<file path="config.mk">
export PLATFORM = sky130hd
export DESIGN_NAME = lvs_serdes_top
export DESIGN_NICKNAME = d
export VERILOG_FILES = /design/src/logic/lvs_pkg.sv /design/src/logic/lvs_tx_lane.sv /design/src/logic/lvs_rx_lane.sv /design/src/logic/lvs_serdes_top.sv
export SDC_FILE = /design/constraint.sdc
export NUM_CORES = 1
export LEC_CHECK = 0
export BUFFER_PORTS_ARGS = -buffer_cell sky130_fd_sc_hd__buf_2
export CORE_MARGIN = 2
export CORE_UTILIZATION = 41
export CTS_CLUSTER_DIAMETER = 50
export CTS_CLUSTER_SIZE = 16
export DETAILED_ROUTE_END_ITERATION = 8
export PLACE_DENSITY = 0.55
export SLEW_MARGIN = 20
export SYNTH_ARGS = -nofsm -noshare
export SYNTH_HDL_FRONTEND = slang
export SYNTH_SLANG_ARGS = --single-unit
</file>
<file path="constraint.sdc">
create_clock -name clock_in -period 3.8 [get_ports clock_in]
set_input_delay 0.19 -clock clock_in [delete_from_list [all_inputs] [get_ports clock_in]]
set_output_delay 0.19 -clock clock_in [all_outputs]
set_load 0.05 [all_outputs]
</file>
<file path="src/logic/lvs_pkg.sv">
/*
 package for the serial link serializer/deserializer block:
 register offsets, field layouts, timing counts and state types.
 assumes a 40 MHz system clock; one serial bit lasts SUB_STEPS clocks.
*/
package lvs_pkg;
   // register bus
   localparam int ADDR_W = 4;
   localparam int DATA_W = 32;
   localparam logic [ADDR_W-1:0] OFS_CTRL = 4'h0;
   localparam logic [ADDR_W-1:0] OFS_STATUS = 4'h4;
   localparam logic [ADDR_W-1:0] OFS_SLIP = 4'h8;
   localparam logic [ADDR_W-1:0] OFS_ROLL = 4'hC;
   // status field positions
   localparam int ST_RX_LOCK = 0;
   localparam int ST_TX_LOCK = 1;
   localparam int ST_CAL_BUSY = 2;
   localparam int ST_DPA_LSB = 8;
   localparam int ST_ROLL_LSB = 16;
   // bit timing: eight sampling phases per bit
   localparam int SUB_STEPS = 8;
   localparam int SUB_W = 3;
   localparam logic [SUB_W-1:0] SUB_LAST = 3'h7;
   localparam logic [SUB_W-1:0] CENTER_OFS = 3'h4;
   localparam logic [SUB_W-1:0] CAL_ADVANCE = 3'h2;
   localparam logic [SUB_W-1:0] NO_ADVANCE = 3'h0;
   localparam int FWD_W = 5;
   localparam int LOCK_EDGES = 4;
   // times
   localparam int CLK_PERIOD_NS = 25;
   localparam int PLL_LOCK_NS = 2000;
   localparam int PLL_LOCK_CYCLES = (PLL_LOCK_NS + CLK_PERIOD_NS - 1) / CLK_PERIOD_NS;
   localparam int CAL_NS = 800;
   localparam int CAL_CYCLES = (CAL_NS + CLK_PERIOD_NS - 1) / CLK_PERIOD_NS;
   // forwarded clock divide codes
   localparam logic [1:0] DIV_FULL = 2'h0;
   localparam logic [1:0] DIV_HALF = 2'h1;
   localparam logic [1:0] DIV_QUARTER = 2'h2;
   localparam logic [1:0] DIV_RSVD = 2'h3;

   typedef struct packed {
      logic cal_start;
      logic ext_pll;
      logic soft_cdr;
      logic [2:0] fwd_phase;
      logic [1:0] fwd_div;
   } lvs_ctrl_type;
   localparam int CTRL_W = $bits(lvs_ctrl_type);
   localparam lvs_ctrl_type CTRL_RESET = 8'h00;

   typedef enum logic {
      CAL_IDLE = 1'b0,
      CAL_RUN = 1'b1
   } lvs_cal_state_type;
endpackage

</file>
<file path="src/logic/lvs_tx_lane.sv">
/*
 one transmit lane: loads a parallel word and shifts it out msb first.
 assumes load and shift strobes come from the top's bit timing.
*/
`timescale 1ns/100ps
module lvs_tx_lane #(
   parameter int SER_FACTOR = 8
) (
   input wire logic clock_in,
   input wire logic rst_n_in,
   input wire logic load_in,
   input wire logic shift_in,
   input wire logic [SER_FACTOR-1:0] word_in,
   output logic serial_out
);
   import lvs_pkg::*;
   logic [SER_FACTOR-1:0] shift_reg;

   // shift register and serial output both cleared by lane reset
   always_ff @(posedge clock_in or negedge rst_n_in) begin
      if (!rst_n_in) begin
         shift_reg <= '0;
         serial_out <= 1'h0;
      end else if (load_in) begin
         serial_out <= word_in[SER_FACTOR-1];
         shift_reg <= {word_in[SER_FACTOR-2:0], 1'h0};
      end else if (shift_in) begin
         serial_out <= shift_reg[SER_FACTOR-1];
         shift_reg <= {shift_reg[SER_FACTOR-2:0], 1'h0};
      end
   end

   property p_msb_first;
      @(posedge clock_in) disable iff (!rst_n_in)
      load_in |=> serial_out == $past(word_in[SER_FACTOR-1]) && shift_reg == {$past(word_in[SER_FACTOR-2:0]), 1'h0};
   endproperty
   a_msb_first: assert property (p_msb_first) else $error("tx lane did not start with msb");
endmodule

</file>
<file path="src/logic/lvs_rx_lane.sv">
/*
 one receive lane: pin synchroniser, phase aligner, sample history,
 bit-slip realignment and rollover flag.
 assumes common bit timing from the top; serial_in is asynchronous.
*/
`timescale 1ns/100ps
module lvs_rx_lane #(
   parameter int SER_FACTOR = 8,
   parameter int MAX_SLIP = 8,
   parameter int SLIP_W = 4
) (
   input wire logic clock_in,
   input wire logic rst_n_in,
   input wire logic phase_rst_n_in,
   input wire logic realign_rst_n_in,
   input wire logic serial_in,
   input wire logic hold_in,
   input wire logic align_in,
   input wire logic soft_cdr_in,
   input wire logic word_tick_in,
   input wire logic [lvs_pkg::SUB_W-1:0] sub_cnt_in,
   input wire logic [lvs_pkg::SUB_W-1:0] adv_in,
   input wire logic [SLIP_W-1:0] roll_cnt_in,
   output logic [SER_FACTOR-1:0] word_out,
   output logic locked_out,
   output logic rollover_out,
   output logic rec_clock_out
);
   import lvs_pkg::*;
   localparam int HIST_W = SER_FACTOR + MAX_SLIP;
   localparam int BIT_W = $clog2(SER_FACTOR);
   localparam int WORD_CYC = SER_FACTOR * SUB_STEPS;
   localparam int WORD_M1 = WORD_CYC - 1;
   localparam int TMR_W = $clog2(WORD_CYC);
   localparam int EDGE_W = $clog2(LOCK_EDGES);

   logic s1_reg, s2_reg, s3_reg, line_reg, prev_reg;
   logic [SUB_W-1:0] phase_reg, sample_pt;
   logic [EDGE_W-1:0] edge_cnt_reg;
   logic [HIST_W-1:0] hist_reg;
   logic [BIT_W-1:0] lane_bit_reg;
   logic [SLIP_W-1:0] slip_reg;
   logic [TMR_W-1:0] roll_tmr_reg;
   logic sample, edge_seen;

   // pin synchroniser: level changes once stages two and three agree
   always_ff @(posedge clock_in or negedge rst_n_in) begin
      if (!rst_n_in) begin
         s1_reg <= 1'h0;
         s2_reg <= 1'h0;
         s3_reg <= 1'h0;
         line_reg <= 1'h0;
         prev_reg <= 1'h0;
      end else begin
         s1_reg <= serial_in;
         s2_reg <= s1_reg;
         s3_reg <= s2_reg;
         if (s2_reg == s3_reg) begin
            line_reg <= s3_reg;
         end
         prev_reg <= line_reg;
      end
   end

   assign edge_seen = line_reg != prev_reg;
   assign sample_pt = SUB_W'(phase_reg + adv_in);
   assign sample = sub_cnt_in == sample_pt;

   // phase aligner and sample history, both cleared by phase reset
   always_ff @(posedge clock_in or negedge phase_rst_n_in) begin
      if (!phase_rst_n_in) begin
         phase_reg <= CENTER_OFS;
         edge_cnt_reg <= '0;
         locked_out <= 1'h0;
         hist_reg <= '0;
         lane_bit_reg <= '0;
         word_out <= '0;
         rec_clock_out <= 1'h0;
      end else begin
         if (edge_seen && !hold_in) begin
            phase_reg <= SUB_W'(sub_cnt_in + CENTER_OFS);
            if (!locked_out) begin
               edge_cnt_reg <= EDGE_W'(edge_cnt_reg + 1'h1);
               if (edge_cnt_reg == EDGE_W'(LOCK_EDGES - 1)) begin
                  locked_out <= 1'h1;
               end
            end
         end
         if (sample) begin
            hist_reg <= {hist_reg[HIST_W-2:0], line_reg};
            lane_bit_reg <= (lane_bit_reg == BIT_W'(SER_FACTOR - 1)) ? '0 : BIT_W'(lane_bit_reg + 1'h1);
         end
         if (soft_cdr_in ? (sample && lane_bit_reg == '0) : word_tick_in) begin
            word_out <= hist_reg[slip_reg +: SER_FACTOR];
         end
         rec_clock_out <= soft_cdr_in && lane_bit_reg < BIT_W'(SER_FACTOR / 2);
      end
   end

   // bit-slip realignment and rollover pulse
   always_ff @(posedge clock_in or negedge realign_rst_n_in) begin
      if (!realign_rst_n_in) begin
         slip_reg <= '0;
         rollover_out <= 1'h0;
         roll_tmr_reg <= '0;
      end else begin
         if (align_in) begin
            if (slip_reg >= roll_cnt_in) begin
               slip_reg <= '0;
            end else begin
               slip_reg <= SLIP_W'(slip_reg + 1'h1);
            end
         end
         if (align_in && SLIP_W'(slip_reg + 1'h1) == roll_cnt_in) begin
            rollover_out <= 1'h1;
            roll_tmr_reg <= TMR_W'(WORD_M1);
         end else if (roll_tmr_reg != '0) begin
            roll_tmr_reg <= TMR_W'(roll_tmr_reg - 1'h1);
         end else begin
            rollover_out <= 1'h0;
         end
      end
   end

   property p_lock_sticky;
      @(posedge clock_in) disable iff (!phase_rst_n_in)
      locked_out |=> locked_out;
   endproperty
   a_lock_sticky: assert property (p_lock_sticky) else $error("alignment lock fell");

   property p_roll_len;
      @(posedge clock_in) disable iff (!realign_rst_n_in)
      $rose(rollover_out) |-> ##WORD_M1 rollover_out ##1 !rollover_out;
   endproperty
   a_roll_len: assert property (p_roll_len) else $error("rollover not one word long");

   property p_roll_zero;
      @(posedge clock_in) disable iff (!realign_rst_n_in)
      align_in && rollover_out && slip_reg >= roll_cnt_in |=> slip_reg == '0;
   endproperty
   a_roll_zero: assert property (p_roll_zero) else $error("slip not returned to zero");

   property p_hold_phase;
      @(posedge clock_in) disable iff (!phase_rst_n_in)
      hold_in ##1 hold_in |-> $stable(phase_reg);
   endproperty
   a_hold_phase: assert property (p_hold_phase) else $error("phase moved while held");
endmodule

</file>
<file path="src/logic/lvs_serdes_top.sv">
/*
 serializer/deserializer pair with register slave, clock model,
 forwarded clock, calibration sequencer and per-channel lanes.
 assumes an avalon-mm master on the same clock; serial pins asynchronous.
*/
// The implementer's own choices: register access over Avalon-MM and the placing of the registers.
`timescale 1ns/100ps
// Overview of operation
// - phase reset clears aligner and its fifo
// - calibration busy high; phases advanced two steps
// - pll control outputs only with calibration mode
// - rollover pulses one word after programmed slips
// - align during rollover returns latency to zero
// - soft recovery mode gives per-lane divided clock
// - alignment lock rises once, falls only on phase reset
// - receive pll lock reflects lock state
// - parallel word per channel, concatenated, deser_factor wide
// - no receive parallel clock with external pll
// - transmit reset clears lanes, not pll
// - serialize msb first, bit zero last
// - forwarded clock full, half, quarter; 45 degree steps
// - transmit pll lock reflects lock state
// - pll reset clears all pll counters
// - realign reset clears bit-slip logic
// - hold low tracks phase, high keeps it
module lvs_serdes_top #(
   parameter int CHANNELS = 8,
   parameter int SER_FACTOR = 8,
   parameter int MAX_SLIP = 8,
   parameter bit CAL_ENABLE = 1'b1
) (
   input wire logic clock_in,
   input wire logic rst_n_in,
   input wire logic pll_reset_in,
   input wire logic [CHANNELS-1:0] rx_phase_reset_in,
   input wire logic [CHANNELS-1:0] rx_realign_reset_in,
   input wire logic [CHANNELS-1:0] tx_data_reset_in,
   input wire logic [CHANNELS-1:0] rx_phase_hold_in,
   input wire logic [CHANNELS-1:0] rx_serial_in,
   input wire logic [CHANNELS*SER_FACTOR-1:0] tx_data_in,
   input wire logic [lvs_pkg::ADDR_W-1:0] avs_address_in,
   input wire logic avs_read_in,
   input wire logic avs_write_in,
   input wire logic [lvs_pkg::DATA_W-1:0] avs_writedata_in,
   output logic [lvs_pkg::DATA_W-1:0] avs_readdata_out,
   output logic avs_waitrequest_out,
   output logic [CHANNELS*SER_FACTOR-1:0] rx_data_out,
   output logic rx_par_clock_out,
   output logic [CHANNELS-1:0] rx_rec_clock_out,
   output logic [CHANNELS-1:0] rx_rollover_out,
   output logic [CHANNELS-1:0] rx_dpa_locked_out,
   output logic rx_pll_locked_out,
   output logic cal_busy_out,
   output logic pll_counter_select_out,
   output logic pll_phase_step_out,
   output logic pll_phase_direction_out,
   output logic pll_scan_chain_clock_out,
   output logic tx_core_clock_out,
   output logic tx_fwd_clock_out,
   output logic [CHANNELS-1:0] tx_serial_out,
   output logic tx_pll_locked_out
);
   import lvs_pkg::*;
   localparam int BIT_W = $clog2(SER_FACTOR);
   localparam int SLIP_W = $clog2(MAX_SLIP + 1);
   localparam int LOCK_W = $clog2(PLL_LOCK_CYCLES + 1);
   localparam int CAL_W = $clog2(CAL_CYCLES + 1);
   localparam int LOCK_DLY = PLL_LOCK_CYCLES;
   localparam int CAL_M1 = CAL_CYCLES - 1;
   localparam int HALF_M1 = (SER_FACTOR / 2) * SUB_STEPS - 1;

   if (SER_FACTOR < 2 || SER_FACTOR > 16 || CHANNELS < 1 || CHANNELS > 8 || MAX_SLIP < 1 || MAX_SLIP > 15)
   begin : g_bad_params
      $error("lvs_serdes_top: unsupported channel count, factor or slip limit");
   end

   logic pll_rst_n;
   logic [LOCK_W-1:0] lock_cnt_reg;
   logic pll_locked;
   logic [FWD_W-1:0] fwd_cnt_reg;
   logic [BIT_W-1:0] bit_cnt_reg;
   logic [SUB_W-1:0] sub_cnt;
   logic bit_tick, word_tick;
   logic [FWD_W-1:0] fwd_pos, fwd_half;
   lvs_ctrl_type ctrl_reg, wr_ctrl;
   logic [SLIP_W-1:0] roll_cnt_reg;
   logic [CHANNELS-1:0] align_reg;
   logic av_req, wr_take;
   logic [DATA_W-1:0] rd_mux;
   lvs_cal_state_type cal_state_reg;
   logic [CAL_W-1:0] cal_cnt_reg;
   logic [SUB_W-1:0] sample_adv;

   // pll reset acts on the whole clock model asynchronously
   assign pll_rst_n = rst_n_in & ~pll_reset_in;

   // lock timer of the shared pll
   always_ff @(posedge clock_in or negedge pll_rst_n) begin
      if (!pll_rst_n) begin
         lock_cnt_reg <= '0;
      end else if (lock_cnt_reg != LOCK_W'(PLL_LOCK_CYCLES)) begin
         lock_cnt_reg <= LOCK_W'(lock_cnt_reg + 1'h1);
      end
   end

   assign pll_locked = lock_cnt_reg == LOCK_W'(PLL_LOCK_CYCLES);

   always_ff @(posedge clock_in or negedge pll_rst_n) begin
      if (!pll_rst_n) begin
         rx_pll_locked_out <= 1'h0;
         tx_pll_locked_out <= 1'h0;
      end else begin
         rx_pll_locked_out <= pll_locked;
         tx_pll_locked_out <= pll_locked;
      end
   end

   // fast, bit and word counters of the clock model
   always_ff @(posedge clock_in or negedge pll_rst_n) begin
      if (!pll_rst_n) begin
         fwd_cnt_reg <= '0;
         bit_cnt_reg <= '0;
      end else begin
         fwd_cnt_reg <= FWD_W'(fwd_cnt_reg + 1'h1);
         if (bit_tick) begin
            bit_cnt_reg <= (bit_cnt_reg == BIT_W'(SER_FACTOR - 1)) ? '0 : BIT_W'(bit_cnt_reg + 1'h1);
         end
      end
   end

   assign sub_cnt = fwd_cnt_reg[SUB_W-1:0];
   assign bit_tick = sub_cnt == SUB_LAST;
   assign word_tick = bit_tick && bit_cnt_reg == BIT_W'(SER_FACTOR - 1);

   // forwarded clock: period and phase scale with the divide code
   always_comb begin
      fwd_half = FWD_W'(SUB_STEPS / 2) << ctrl_reg.fwd_div;
      fwd_pos = FWD_W'(fwd_cnt_reg - (FWD_W'(ctrl_reg.fwd_phase) << ctrl_reg.fwd_div));
      fwd_pos = fwd_pos & FWD_W'((fwd_half << 1) - 1'h1);
   end

   // parallel-rate clocks to the fabric and the forwarded clock
   always_ff @(posedge clock_in or negedge pll_rst_n) begin
      if (!pll_rst_n) begin
         tx_core_clock_out <= 1'h0;
         rx_par_clock_out <= 1'h0;
         tx_fwd_clock_out <= 1'h0;
      end else begin
         tx_core_clock_out <= bit_cnt_reg < BIT_W'(SER_FACTOR / 2);
         rx_par_clock_out <= !ctrl_reg.ext_pll && bit_cnt_reg < BIT_W'(SER_FACTOR / 2);
         tx_fwd_clock_out <= fwd_pos < fwd_half;
      end
   end

   // register slave: waitrequest drops for one cycle per request
   assign av_req = avs_read_in | avs_write_in;
   assign wr_take = avs_write_in && !avs_waitrequest_out;
   assign wr_ctrl = lvs_ctrl_type'(avs_writedata_in[CTRL_W-1:0]);

   always_comb begin
      rd_mux = '0;
      if (avs_address_in == OFS_CTRL) begin
         rd_mux[CTRL_W-1:0] = ctrl_reg;
      end else if (avs_address_in == OFS_STATUS) begin
         rd_mux[ST_RX_LOCK] = rx_pll_locked_out;
         rd_mux[ST_TX_LOCK] = tx_pll_locked_out;
         rd_mux[ST_CAL_BUSY] = cal_busy_out;
         rd_mux[ST_DPA_LSB +: CHANNELS] = rx_dpa_locked_out;
         rd_mux[ST_ROLL_LSB +: CHANNELS] = rx_rollover_out;
      end else if (avs_address_in == OFS_ROLL) begin
         rd_mux[SLIP_W-1:0] = roll_cnt_reg;
      end
   end

   always_ff @(posedge clock_in or negedge rst_n_in) begin
      if (!rst_n_in) begin
         avs_waitrequest_out <= 1'h1;
         avs_readdata_out <= '0;
      end else if (av_req && avs_waitrequest_out) begin
         avs_waitrequest_out <= 1'h0;
         avs_readdata_out <= rd_mux;
      end else begin
         avs_waitrequest_out <= 1'h1;
      end
   end

   // software-written control state
   always_ff @(posedge clock_in or negedge rst_n_in) begin
      if (!rst_n_in) begin
         ctrl_reg <= CTRL_RESET;
         roll_cnt_reg <= SLIP_W'(MAX_SLIP);
         align_reg <= '0;
      end else begin
         align_reg <= '0;
         ctrl_reg.cal_start <= 1'h0;
         if (wr_take) begin
            if (avs_address_in == OFS_CTRL) begin
               ctrl_reg <= wr_ctrl;
               if (wr_ctrl.fwd_div == DIV_RSVD) begin
                  ctrl_reg.fwd_div <= DIV_QUARTER;
               end
            end else if (avs_address_in == OFS_SLIP) begin
               align_reg <= avs_writedata_in[CHANNELS-1:0];
            end else if (avs_address_in == OFS_ROLL) begin
               if (avs_writedata_in == '0 || avs_writedata_in > DATA_W'(MAX_SLIP)) begin
                  roll_cnt_reg <= SLIP_W'(MAX_SLIP);
               end else begin
                  roll_cnt_reg <= avs_writedata_in[SLIP_W-1:0];
               end
            end
         end
      end
   end

   // calibration sequencer, only reachable with calibration built in
   always_ff @(posedge clock_in or negedge pll_rst_n) begin
      if (!pll_rst_n) begin
         cal_state_reg <= CAL_IDLE;
         cal_cnt_reg <= '0;
      end else begin
         case (cal_state_reg)
            CAL_IDLE: begin
               if (CAL_ENABLE && ctrl_reg.cal_start && pll_locked) begin
                  cal_state_reg <= CAL_RUN;
                  cal_cnt_reg <= '0;
               end
            end
            CAL_RUN: begin
               if (cal_cnt_reg == CAL_W'(CAL_CYCLES - 1)) begin
                  cal_state_reg <= CAL_IDLE;
               end else begin
                  cal_cnt_reg <= CAL_W'(cal_cnt_reg + 1'h1);
               end
            end
            default: begin
               cal_state_reg <= CAL_IDLE;
            end
         endcase
      end
   end

   always_ff @(posedge clock_in or negedge pll_rst_n) begin
      if (!pll_rst_n) begin
         cal_busy_out <= 1'h0;
         pll_counter_select_out <= 1'h0;
         pll_phase_step_out <= 1'h0;
         pll_phase_direction_out <= 1'h0;
         pll_scan_chain_clock_out <= 1'h0;
      end else begin
         cal_busy_out <= cal_state_reg == CAL_RUN;
         pll_counter_select_out <= cal_state_reg == CAL_RUN;
         pll_phase_step_out <= cal_state_reg == CAL_RUN && cal_cnt_reg == '0;
         pll_phase_direction_out <= cal_state_reg == CAL_RUN;
         pll_scan_chain_clock_out <= cal_state_reg == CAL_RUN && !pll_scan_chain_clock_out;
      end
   end

   // sampling points run two steps ahead during calibration
   assign sample_adv = cal_busy_out ? CAL_ADVANCE : NO_ADVANCE;

   for (genvar ch = 0; ch < CHANNELS; ch++) begin : g_lane
      logic rx_phase_rst_n, rx_realign_rst_n, tx_lane_rst_n;
      assign rx_phase_rst_n = rst_n_in & ~rx_phase_reset_in[ch];
      assign rx_realign_rst_n = rst_n_in & ~rx_realign_reset_in[ch];
      assign tx_lane_rst_n = rst_n_in & ~tx_data_reset_in[ch];

      lvs_rx_lane #(
         .SER_FACTOR(SER_FACTOR),
         .MAX_SLIP(MAX_SLIP),
         .SLIP_W(SLIP_W)
      ) u_rx (
         .clock_in(clock_in),
         .rst_n_in(rst_n_in),
         .phase_rst_n_in(rx_phase_rst_n),
         .realign_rst_n_in(rx_realign_rst_n),
         .serial_in(rx_serial_in[ch]),
         .hold_in(rx_phase_hold_in[ch]),
         .align_in(align_reg[ch]),
         .soft_cdr_in(ctrl_reg.soft_cdr),
         .word_tick_in(word_tick),
         .sub_cnt_in(sub_cnt),
         .adv_in(sample_adv),
         .roll_cnt_in(roll_cnt_reg),
         .word_out(rx_data_out[ch*SER_FACTOR +: SER_FACTOR]),
         .locked_out(rx_dpa_locked_out[ch]),
         .rollover_out(rx_rollover_out[ch]),
         .rec_clock_out(rx_rec_clock_out[ch])
      );

      lvs_tx_lane #(
         .SER_FACTOR(SER_FACTOR)
      ) u_tx (
         .clock_in(clock_in),
         .rst_n_in(tx_lane_rst_n),
         .load_in(word_tick),
         .shift_in(bit_tick),
         .word_in(tx_data_in[ch*SER_FACTOR +: SER_FACTOR]),
         .serial_out(tx_serial_out[ch])
      );
   end

   property p_wait_answer;
      @(posedge clock_in) disable iff (!rst_n_in)
      av_req && avs_waitrequest_out && !$past(av_req) |=> !avs_waitrequest_out ##1 avs_waitrequest_out;
   endproperty
   a_wait_answer: assert property (p_wait_answer) else $error("waitrequest answer not one cycle");

   property p_lock_time;
      @(posedge clock_in) disable iff (!pll_rst_n)
      $rose(pll_rst_n) |-> ##LOCK_DLY !rx_pll_locked_out && !tx_pll_locked_out ##1 rx_pll_locked_out && tx_pll_locked_out;
   endproperty
   a_lock_time: assert property (p_lock_time) else $error("pll lock time wrong");

   property p_cal_len;
      @(posedge clock_in) disable iff (!pll_rst_n)
      $rose(cal_busy_out) |-> ##CAL_M1 cal_busy_out ##1 !cal_busy_out;
   endproperty
   a_cal_len: assert property (p_cal_len) else $error("calibration busy length wrong");

   property p_cal_pins;
      @(posedge clock_in) disable iff (!pll_rst_n)
      !cal_busy_out |-> !pll_scan_chain_clock_out && !pll_counter_select_out && !pll_phase_direction_out;
   endproperty
   a_cal_pins: assert property (p_cal_pins) else $error("pll control active outside calibration");

   property p_ext_pll;
      @(posedge clock_in) disable iff (!pll_rst_n)
      ctrl_reg.ext_pll |=> !rx_par_clock_out;
   endproperty
   a_ext_pll: assert property (p_ext_pll) else $error("parallel clock driven with external pll");

   property p_core_half;
      @(posedge clock_in) disable iff (!pll_rst_n)
      $rose(tx_core_clock_out) |-> ##HALF_M1 tx_core_clock_out ##1 !tx_core_clock_out;
   endproperty
   a_core_half: assert property (p_core_half) else $error("core clock high phase wrong");

   c_rollover: cover property (@(posedge clock_in) disable iff (!rst_n_in) |rx_rollover_out);
   c_cal_run: cover property (@(posedge clock_in) disable iff (!pll_rst_n) $rose(cal_busy_out));
   c_all_locked: cover property (@(posedge clock_in) disable iff (!rst_n_in) &rx_dpa_locked_out);
endmodule

</file>
==> flow_summary.ini, run 1 <==
[run_status]
status = complete, no violations

[clock_tree]
clk_path_buf_depth = 3
clock_sinks = 538
insertion_delay_ns = 0.61
htreeDepth = 3
cts_buffers = 73
cts_setup_buffers = 0
clock-root-buffer = clkbuf_16
clk_pin_slew_ns = 0.05
cts_tree = yes

[drt]
drt_first_iter_violations = 1032
via_count = 19392
ant_nets = 0
wl_um = 68090
firstDrtPassIters = 4
drc = 0
vias_per_cell = 5.252
wire_per_inst_um = 18.44

[floorplan]
dieArea_mm2 = 0.07153
ios = 284
die_w_um = 267.5
die-height_um = 267.5
rows = 96
start_util = 0.4142
core_mm2 = 0.06871

[final_layout]
final_area_mm2 = 0.03430
layout-drive-gt1-share = 0.2874
nets = 2956
syn_to_final_growth_pct = 20.53
largest_register_ffs = 128

[logic_synthesis]
yosysTopAreaCellShare = 0.4643
ys_seq_elements = 538
yosysMostFrequentCell = dfrtp_1
synth_top_area_cell = dfrtp_1
seq_area_frac_synth = 0.4736
synth_top_flop_cell = dfrtp_1
synth_common_cells = dfrtp_1, mux2_2, mux2i_1, nand2_1, ha_1
syn_area_per_cell_um2 = 12.06
synth_edf_count = 0
synth_area_leaders = dfrtp_1, mux2_2, mux2i_1
syn_area_mm2 = 0.02846
async_flop_share = 1.000
synth.distinct_cells = 61
syn_inst = 2359
yosys_warnings = 0

[worst_setup_path]
cp.arrival_ns = 3.31
path_buf_inv = 1
cp-end-kind = register
path_class = register to register
r2r-end = g_lane[4].u_rx.word_out[2]
r2r-start = pll_phase_direction_out
critPathSlowestCell = or3_1
cpLargestDelayFamily = simple AND/OR/NAND/NOR gates
rrSetupSlack_ns = 0.97
cpPeakStageDelay_ns = 0.75
cp_cell_sequence = buf_4 -> ha_1 -> xor2_1 -> or3_1 -> o21ai_2 -> mux2_2
worstPathMaxFanout = 21
worstRegToRegCells = 6
cp.required_ns = 4.28
cp-start-kind = register

[hold_path]
whs_path_depth = 3
worst_hold_path.endpoint = avs_readdata_out[1]
worstHoldStart = avs_address_in[3]
hold_class = primary input to register

[sta]
min_period_over_period = 0.7460
whs_ns = 0.1157
hold_viol_final = 0
setup_viol = 0
max_slew_margin = 0.3302
worstMarginPinSlew_ns = 1.003
rsz0062_at_grt = no
fin_skew_ns = 0.02063
slew_violations = 0
setup_slack_ns = 0.9653
finalCriticalPeriod_ns = 2.835
clock.fmax_mhz = 352.8
finalSetupTns_ns = 0

[placed_design]
port_buffers = 275
hpwl_um = 47570
gp_congestion = 0.8239
dpl_cell_area_mm2 = 0.03048
dp_worst_setup_slack_ns = 0.9428

[global_routing]
antenna_found_initial = 3
grt.met2_usage = 0.3127
use_met3 = 0.03843
overflow = 0
grt_max_degree = 126
grt_pass1_vias = 19567
grt_use_total = 0.1913
grt_pass1_wl_um = 107700
top_usage_layer = met2
grtUsageMet1 = 0.2560

[power_and_ir_drop]
p_total_mw = 20.20
powerDensity_mw_per_mm2 = 589.0
p_leak_nw = 16.05
peakVddDrop_v = 0.0003401

[run]
cap_violations = 0
-- cells in the final DEF, fill, tap and decap left out, drive strengths merged, types with 14 or more instances in the layout --
cell	instances
xor2	42
or3	14
a211oi	15
a21o	42
clkbuf	83
nand2	151
and2	22
dlygate4sd3	117
nor2b	71
buf	305
mux4	96
nand2b	33
nor2	106
nand3	30
dfrtp	528
a22o	32
clkinv	17
mux2	234
inv	97
nand3b	20
xnor2	79
a21oi	84
ha	110
o21ai	81
nor3	37
mux2i	167
-- stage by stage --
stage	utilization	std cells
after global routing	0.4991	3690
final	0.4992	3692
after global placement	0.4436	3438
after floorplan	-	2366
after detailed placement	0.4436	3438
after CTS	0.4983	3689
-- tightest hold or removal path, delay by kind of cell --
kind | cells | cell delay [ns]
buffers and inverters | 1 | 0.20
AOI/OAI and AO/OA | 2 | 0.28
-- logic make-up after synthesis --
| group | synth area share |
|---|---|
| simple gates | 0.09212 |
| fa+ha+maj | 0.05188 |
| compound gates | 0.07312 |
| other cells | 0.0001318 |
| xor+xnor | 0.03724 |
| flops | 0.4736 |
| buf+inv | 0.04133 |
| mux | 0.2306 |
-- per-layer routing --
metal,up-vias,share of wire
met1,9694,0.45
met4,2,0.028
met5,-,0.00010
met2,410,0.48
met3,134,0.045
li1,9152,-
-- layout make-up --
cell class              instances  area [um^2]
flip-flops and latches        538        13480
inverters                      80        300.3
multi-input cells            1585        13970
repair buffers                422         2795
diodes                          2        5.005
clock inverters                51        630.6
clock buffers                  83         1958
fillers                      6045        34410
well taps                     931         1165
-- how the worst max path moves through the flow --
stage,startpoint,end,slack [ns],cells past startpoint
after floorplan,fwd_cnt_reg[0],tx_fwd_clock_out,1.28,9
after global placement,pll_phase_direction_out,g_lane[4].u_rx.word_out[4],0.99,6
after detailed placement,pll_phase_direction_out,g_lane[4].u_rx.word_out[2],0.94,6
after CTS,pll_phase_direction_out,g_lane[4].u_rx.word_out[2],0.92,6
after global routing,pll_phase_direction_out,g_lane[4].u_rx.word_out[2],0.82,6
final,pll_phase_direction_out,g_lane[4].u_rx.word_out[2],0.97,6
-- timing repair --
action,CTS,global route
resized for setup,0,0
hold buffers,117,0
endpoints found under the hold margin,598,0
setup endpoints to repair,0,0
-- report_power, final --
group / switching [mW] / internal [mW] / total [mW]
logic: 2.42 / 2.61 / 5.03
clock network: 2.85 / 4.31 / 7.16
registers: 1.18 / 6.82 / 8.01
total: 6.45 / 13.8 / 20.2
(Power assumes the default switching activity.)
==> inputs of run 2 (changes only) <==
--- a/config.mk
+++ b/config.mk
@@ -11,7 +11,7 @@
 export CTS_CLUSTER_DIAMETER = 50
 export CTS_CLUSTER_SIZE = 16
 export DETAILED_ROUTE_END_ITERATION = 8
-export PLACE_DENSITY = 0.55
+export PLACE_DENSITY = 0.57
 export SLEW_MARGIN = 20
 export SYNTH_ARGS = -nofsm -noshare
 export SYNTH_HDL_FRONTEND = slang
==> constraint.sdc (replaced) <==
create_clock -name clock_in -period 2.29 [get_ports clock_in]
set_input_delay 0.1145 -clock clock_in [delete_from_list [all_inputs] [get_ports clock_in]]
set_output_delay 0.1145 -clock clock_in [all_outputs]
set_load 0.05 [all_outputs]
==> run 2 against run 1 <==
Net effect: the flow now finishes with violations (setup timing); cell count rose by 2.5%; clock power increased by 63%; via count up 1.7%; first-iteration DRC count grew 7.2%; critical endpoint is now tx_fwd_clock_out; cell area rose by 2.5%.
==> flow_summary.ini, run 2 (synthesis results as in run 1) <==
[global_routing]
grt_pass1_vias = 20123
overflow = 0
grt_pass1_wl_um = 111900
grt_use_total = 0.1996
antenna_found_initial = 8
grt_max_degree = 126

[sta]
finalSetupTns_ns = -0.06731
min_period_over_period = 1.029
slew_violations = 0
max_slew_margin = 0.4127
fin_skew_ns = 0.02635
finalCriticalPeriod_ns = 2.357
worstMarginPinSlew_ns = 0.8776
rsz0062_at_grt = yes
hold_viol_final = 0
setup_slack_ns = -0.06731
clock.fmax_mhz = 424.2
setup_viol = 1

[power_and_ir_drop]
p_total_mw = 33.83
powerDensity_mw_per_mm2 = 961.8
peakVddDrop_v = 0.0005088
p_leak_nw = 16.56

[floorplan]
core_mm2 = 0.06871
die-height_um = 267.5
rows = 96
die_w_um = 267.5
ios = 284
start_util = 0.4142
dieArea_mm2 = 0.07153

[final_layout]
layout_commonest_cell = dfrtp_1
largest_register_ffs = 128
nets = 3049
layout-drive-gt1-share = 0.3130
nFillCells = 5959
final_area_mm2 = 0.03517
layout_common_cells = dfrtp_1, buf_2, mux2_2
syn_to_final_growth_pct = 23.61
instances_no_fill = 3786

[worst_setup_path]
worstPathMaxFanout = 4
worstRegToRegCells = 8
path_class = register to register
cp-end-kind = register
r2r-start = ctrl_reg[0]
cp.arrival_ns = 2.90
cp-start-kind = register
cp.required_ns = 2.84
r2r-end = tx_fwd_clock_out
rrSetupSlack_ns = -0.07

[drt]
vias_per_cell = 5.209
wire_per_inst_um = 18.69
routed.top_layer = met5
wl_met3_um = 3532
ant_nets = 0
drt_first_iter_violations = 1106
met2_length_um = 33200
wl_um = 70750
wl_met1_um = 32380
via_count = 19723
firstDrtPassIters = 4
drc = 0

[placed_design]
dp.cells = 3526
hpwl_um = 50410
dpl_cell_area_mm2 = 0.03127
port_buffers = 275
gp_congestion = 0.8753

[run]
cap_violations = 0

[clock_tree]
htreeDepth = 3
insertion_delay_ns = 0.61
clk_path_buf_depth = 3
clock_sinks = 538
clock-root-buffer = clkbuf_16
cts_tree = yes
clk_pin_slew_ns = 0.07
cts_buffers = 72

[run_status]
violations = setup timing
status = finished, violations left

[hold_path]
hold_class = primary input to asynchronous set/reset pin
-- run 2: cell types whose count changed in the layout (fill, tap and decap cells not counted), moves of 4 or more --
cell	delta
nor2b_1	+7
clkinvlp_4	-6
nor2b_2	-4
clkbuf_8	+4
buf_4	+75
buf_12	+15
-- run 2: how the worst max path moves through the flow --
stage,startpoint,to,slack (ns),depth (start not counted)
after CTS,fwd_cnt_reg[0],tx_fwd_clock_out,-0.02,8
final,ctrl_reg[0],tx_fwd_clock_out,-0.07,8
after global placement,fwd_cnt_reg[0],tx_fwd_clock_out,-0.09,8
after floorplan,fwd_cnt_reg[0],tx_fwd_clock_out,-0.21,9
after detailed placement,fwd_cnt_reg[0],tx_fwd_clock_out,-0.14,8
after global routing,ctrl_reg[0],tx_fwd_clock_out,-0.15,8
-- run 2: power breakdown --
| group | internal [mW] | switching, mW |
|---|---|---|
| logic | 4.66 | 4.44 |
| registers | 11.3 | 1.72 |
| clock network | 6.96 | 4.72 |
| total | 23.0 | 10.9 |
-- run 2: metal layers --
layer  global-route usage  up-vias
met3              0.03632      118
met2               0.3224      421
met1               0.2750     9853
met4              0.05828        8
met5                    0        -
li1                     -     9323
-- run 2: timing repair --
action / 4_1_cts / 5_1_grt
resized for setup: 5 / 14
endpoints found under the hold margin: 675 / 0
hold buffers: 119 / 0
buffers inserted: 4 / 1
pin swaps: 4 / 10
endpoints found under the setup margin: 77 / 83
-- run 2: metrics by stage --
stage / hold WS (ns) / utilization / worst slack, ns
floorplan: -0.1811 / - / -0.2056
global placement: -0.03590 / 0.4552 / -0.09419
detailed placement: -0.03390 / 0.4552 / -0.1390
CTS: 0.04914 / 0.5110 / -0.02023
global route: 0.08653 / 0.5119 / -0.1495
finish: 0.08600 / 0.5119 / -0.06731
-- run 2: critical path, stage by stage, from the launching register on --
cell     delay (ns)
dfrtp_1        0.42
or4b_4         0.58
fa_2           0.39
a21o_1         0.20
a21oi_2        0.13
xnor2_1        0.12
and2_4         0.16
ha_4           0.19
a21oi_2        0.12
-- run 2: cell type report --
class                      count  area (um^2)  share of cell area
multi-input combinational   1585        13980              0.3975
sequential                   538        13480              0.3832
timing repair buffer         516         3704              0.1053
clock buffer                  86         2021             0.05745
tap                          931         1165             0.03312
clock inverter                48        519.2             0.01476
inverter                      80        300.3            0.008537
antenna                        2        5.005           0.0001423
==> inputs of run 3 (changes only) <==
--- a/config.mk
+++ b/config.mk
@@ -12,6 +12,7 @@
 export CTS_CLUSTER_SIZE = 16
 export DETAILED_ROUTE_END_ITERATION = 8
 export PLACE_DENSITY = 0.57
+export RECOVER_POWER = 50
 export SLEW_MARGIN = 20
 export SYNTH_ARGS = -nofsm -noshare
 export SYNTH_HDL_FRONTEND = slang
==> run 3 against run 2 <==
Net effect: the run still ends with setup timing left; fmax barely moved; critical path depth did not move; global-route usage did not move; largest power group unchanged.
==> flow_summary.ini, run 3 (synthesis results as in run 1) <==
[worst_setup_path]
cp.required_ns = 2.84
cp.arrival_ns = 2.91
cp_cell_sequence = or4b_4 -> fa_2 -> a21o_1 -> a21oi_2 -> xnor2_1 -> and2_4 -> ha_4 -> a21oi_2
cp_common_cell = a21oi_2
cpLargestDelayFamily = simple AND/OR/NAND/NOR gates
path_buf_inv = 0
cp-end-kind = register
cpPeakStageDelay_ns = 0.58
critPathSlowestCell = or4b_4
path_class = register to register
worstPathMaxFanout = 4
cp-start-kind = register

[power_and_ir_drop]
p_leak_nw = 16.48
peakVddDrop_v = 0.0005087
swShare = 0.3216
internal_power_mw = 22.93
powerDensity_mw_per_mm2 = 963.8
clockPowerShare = 0.345
p_sw_mw = 10.87
seqPwrFrac = 0.386
comb_power_share = 0.268

[drt]
vias_per_cell = 5.209
firstDrtPassIters = 5
drt_first_iter_violations = 1040
wl_um = 70680
ant_nets = 0
wire_per_inst_um = 18.67
drc = 0
via_count = 19717

[final_layout]
syn_to_final_growth_pct = 23.26
utilization = 0.5105
largest_register_ffs = 128
nFillCells = 5982
layout_common_cells = dfrtp_1, buf_2, mux2_2
nets = 3049
layout_commonest_cell = dfrtp_1
layout-drive-gt1-share = 0.3081

[placed_design]
gp_congestion = 0.8753
port_buffers = 275
hpwl_um = 50410
dp_worst_setup_slack_ns = -0.1390

[sta]
clock.fmax_mhz = 424.0
max_slew_margin = 0.3869
min_period_over_period = 1.030
slew_violations = 0
whs_ns = 0.1102
hold_viol_final = 0
fin_skew_ns = 0.02622
finalSetupTns_ns = -0.06867
worstMarginPinSlew_ns = 0.9162
finalCriticalPeriod_ns = 2.359
setup_viol = 1
setup_slack_ns = -0.06867
rsz0062_at_grt = yes

[clock_tree]
insertion_delay_ns = 0.61
clock-root-buffer = clkbuf_16
clk_pin_slew_ns = 0.07
clk_path_buf_depth = 3
cts_tree = yes
htreeDepth = 3
cts_buffers = 72
clock_sinks = 538

[floorplan]
core_mm2 = 0.06871
start_util = 0.4142
dieArea_mm2 = 0.07153
rows = 96
die-height_um = 267.5
die_w_um = 267.5
ios = 284

[hold_path]
hold_class = primary input to register

[run]
cap_violations = 0

[run_status]
status = finished, violations left
violations = setup timing

[global_routing]
grt_pass1_wl_um = 111900
grt_pass1_vias = 20123
grt_use_total = 0.1996
overflow = 0
grt_max_degree = 126
antenna_found_initial = 8
==> run 3: cell types whose count changed in the layout (fill, tap and decap cells not counted), sizes merged <==
cell / before / now
diode: 2 / 1
buf: 396 / 370
clkbuf: 87 / 113
==> run 3: area by class of cell <==
cell class                      instances  area, um^2  area share
Antenna cell                            1       2.502  0.00007134
Clock inverter                         48       519.2     0.01480
Timing Repair Buffer                  516        3626      0.1034
Tap cell                              931        1165     0.03321
Sequential cell                       538       13480      0.3843
Clock buffer                           86        2021     0.05761
Inverter                               80       300.3    0.008561
Multi-Input combinational cell       1585       13960      0.3981
==> run 3: routing by layer <==
| layer | vias up | wire [um] | GRT usage |
|---|---|---|---|
| li1 | 9329 | - | - |
| met1 | 9807 | 32150 | 0.2750 |
| met2 | 453 | 33020 | 0.3224 |
| met3 | 120 | 3858 | 0.03632 |
| met4 | 8 | 1612 | 0.05828 |
| met5 | - | 46 | 0 |
==> run 3: final timing paths <==
check,to,start,slack [ns],depth (start not counted)
max reg2reg,tx_fwd_clock_out,ctrl_reg[0],-0.07,8
max in group asynchronous,g_lane[0].u_rx.slip_reg[0],rst_n_in,0.34,6
max,tx_fwd_clock_out,ctrl_reg[0],-0.07,8
min in group asynchronous,g_lane[1].u_rx.rollover_out,rx_realign_reset_in[1],0.16,4
min,align_reg[3],avs_address_in[2],0.11,3
min reg2reg,g_lane[6].u_rx.s2_reg,g_lane[6].u_rx.s1_reg,0.35,0
==> run 3: worst register-to-register path, cell delays in order, from the launching register on <==
cell and delay, ns:
dfrtp_1 0.42, or4b_4 0.59, fa_2 0.39, a21o_1 0.20, a21oi_2 0.13, xnor2_1 0.12
and2_4 0.16, ha_4 0.19, a21oi_2 0.12
==> run 3: power groups by stage <==
stage | sequential [mW] | combinational, mW | clock, mW
2_1_floorplan | 13.0 | 6.70 | 0
3_3_place_gp | 13.1 | 8.58 | 0
3_5_place_dp | 13.2 | 8.87 | 0
4_1_cts | 13.0 | 9.12 | 12.0
5_1_grt | 13.3 | 10.0 | 12.5
6_report | 13.1 | 9.07 | 11.7
==> run 3: repair_timing <==
item                                   in CTS  in global routing
pin swaps                                   4                 10
setup buffers                               4                  1
hold buffers                              119                  0
resized for setup                           5                 14
endpoints found under the hold margin     675                  0
setup endpoints to repair                  77                 83
==> run 3: per-stage QoR <==
stage | total power [mW] | area, um^2 | instances
final | 33.81 | 35080 | 3785
after global routing | 35.86 | 35070 | 3784
after CTS | 34.20 | 35110 | 3783
after detailed placement | 22.06 | 31270 | 3526
after global placement | 21.65 | 31270 | 3526
after floorplan | 19.67 | 28500 | 2366
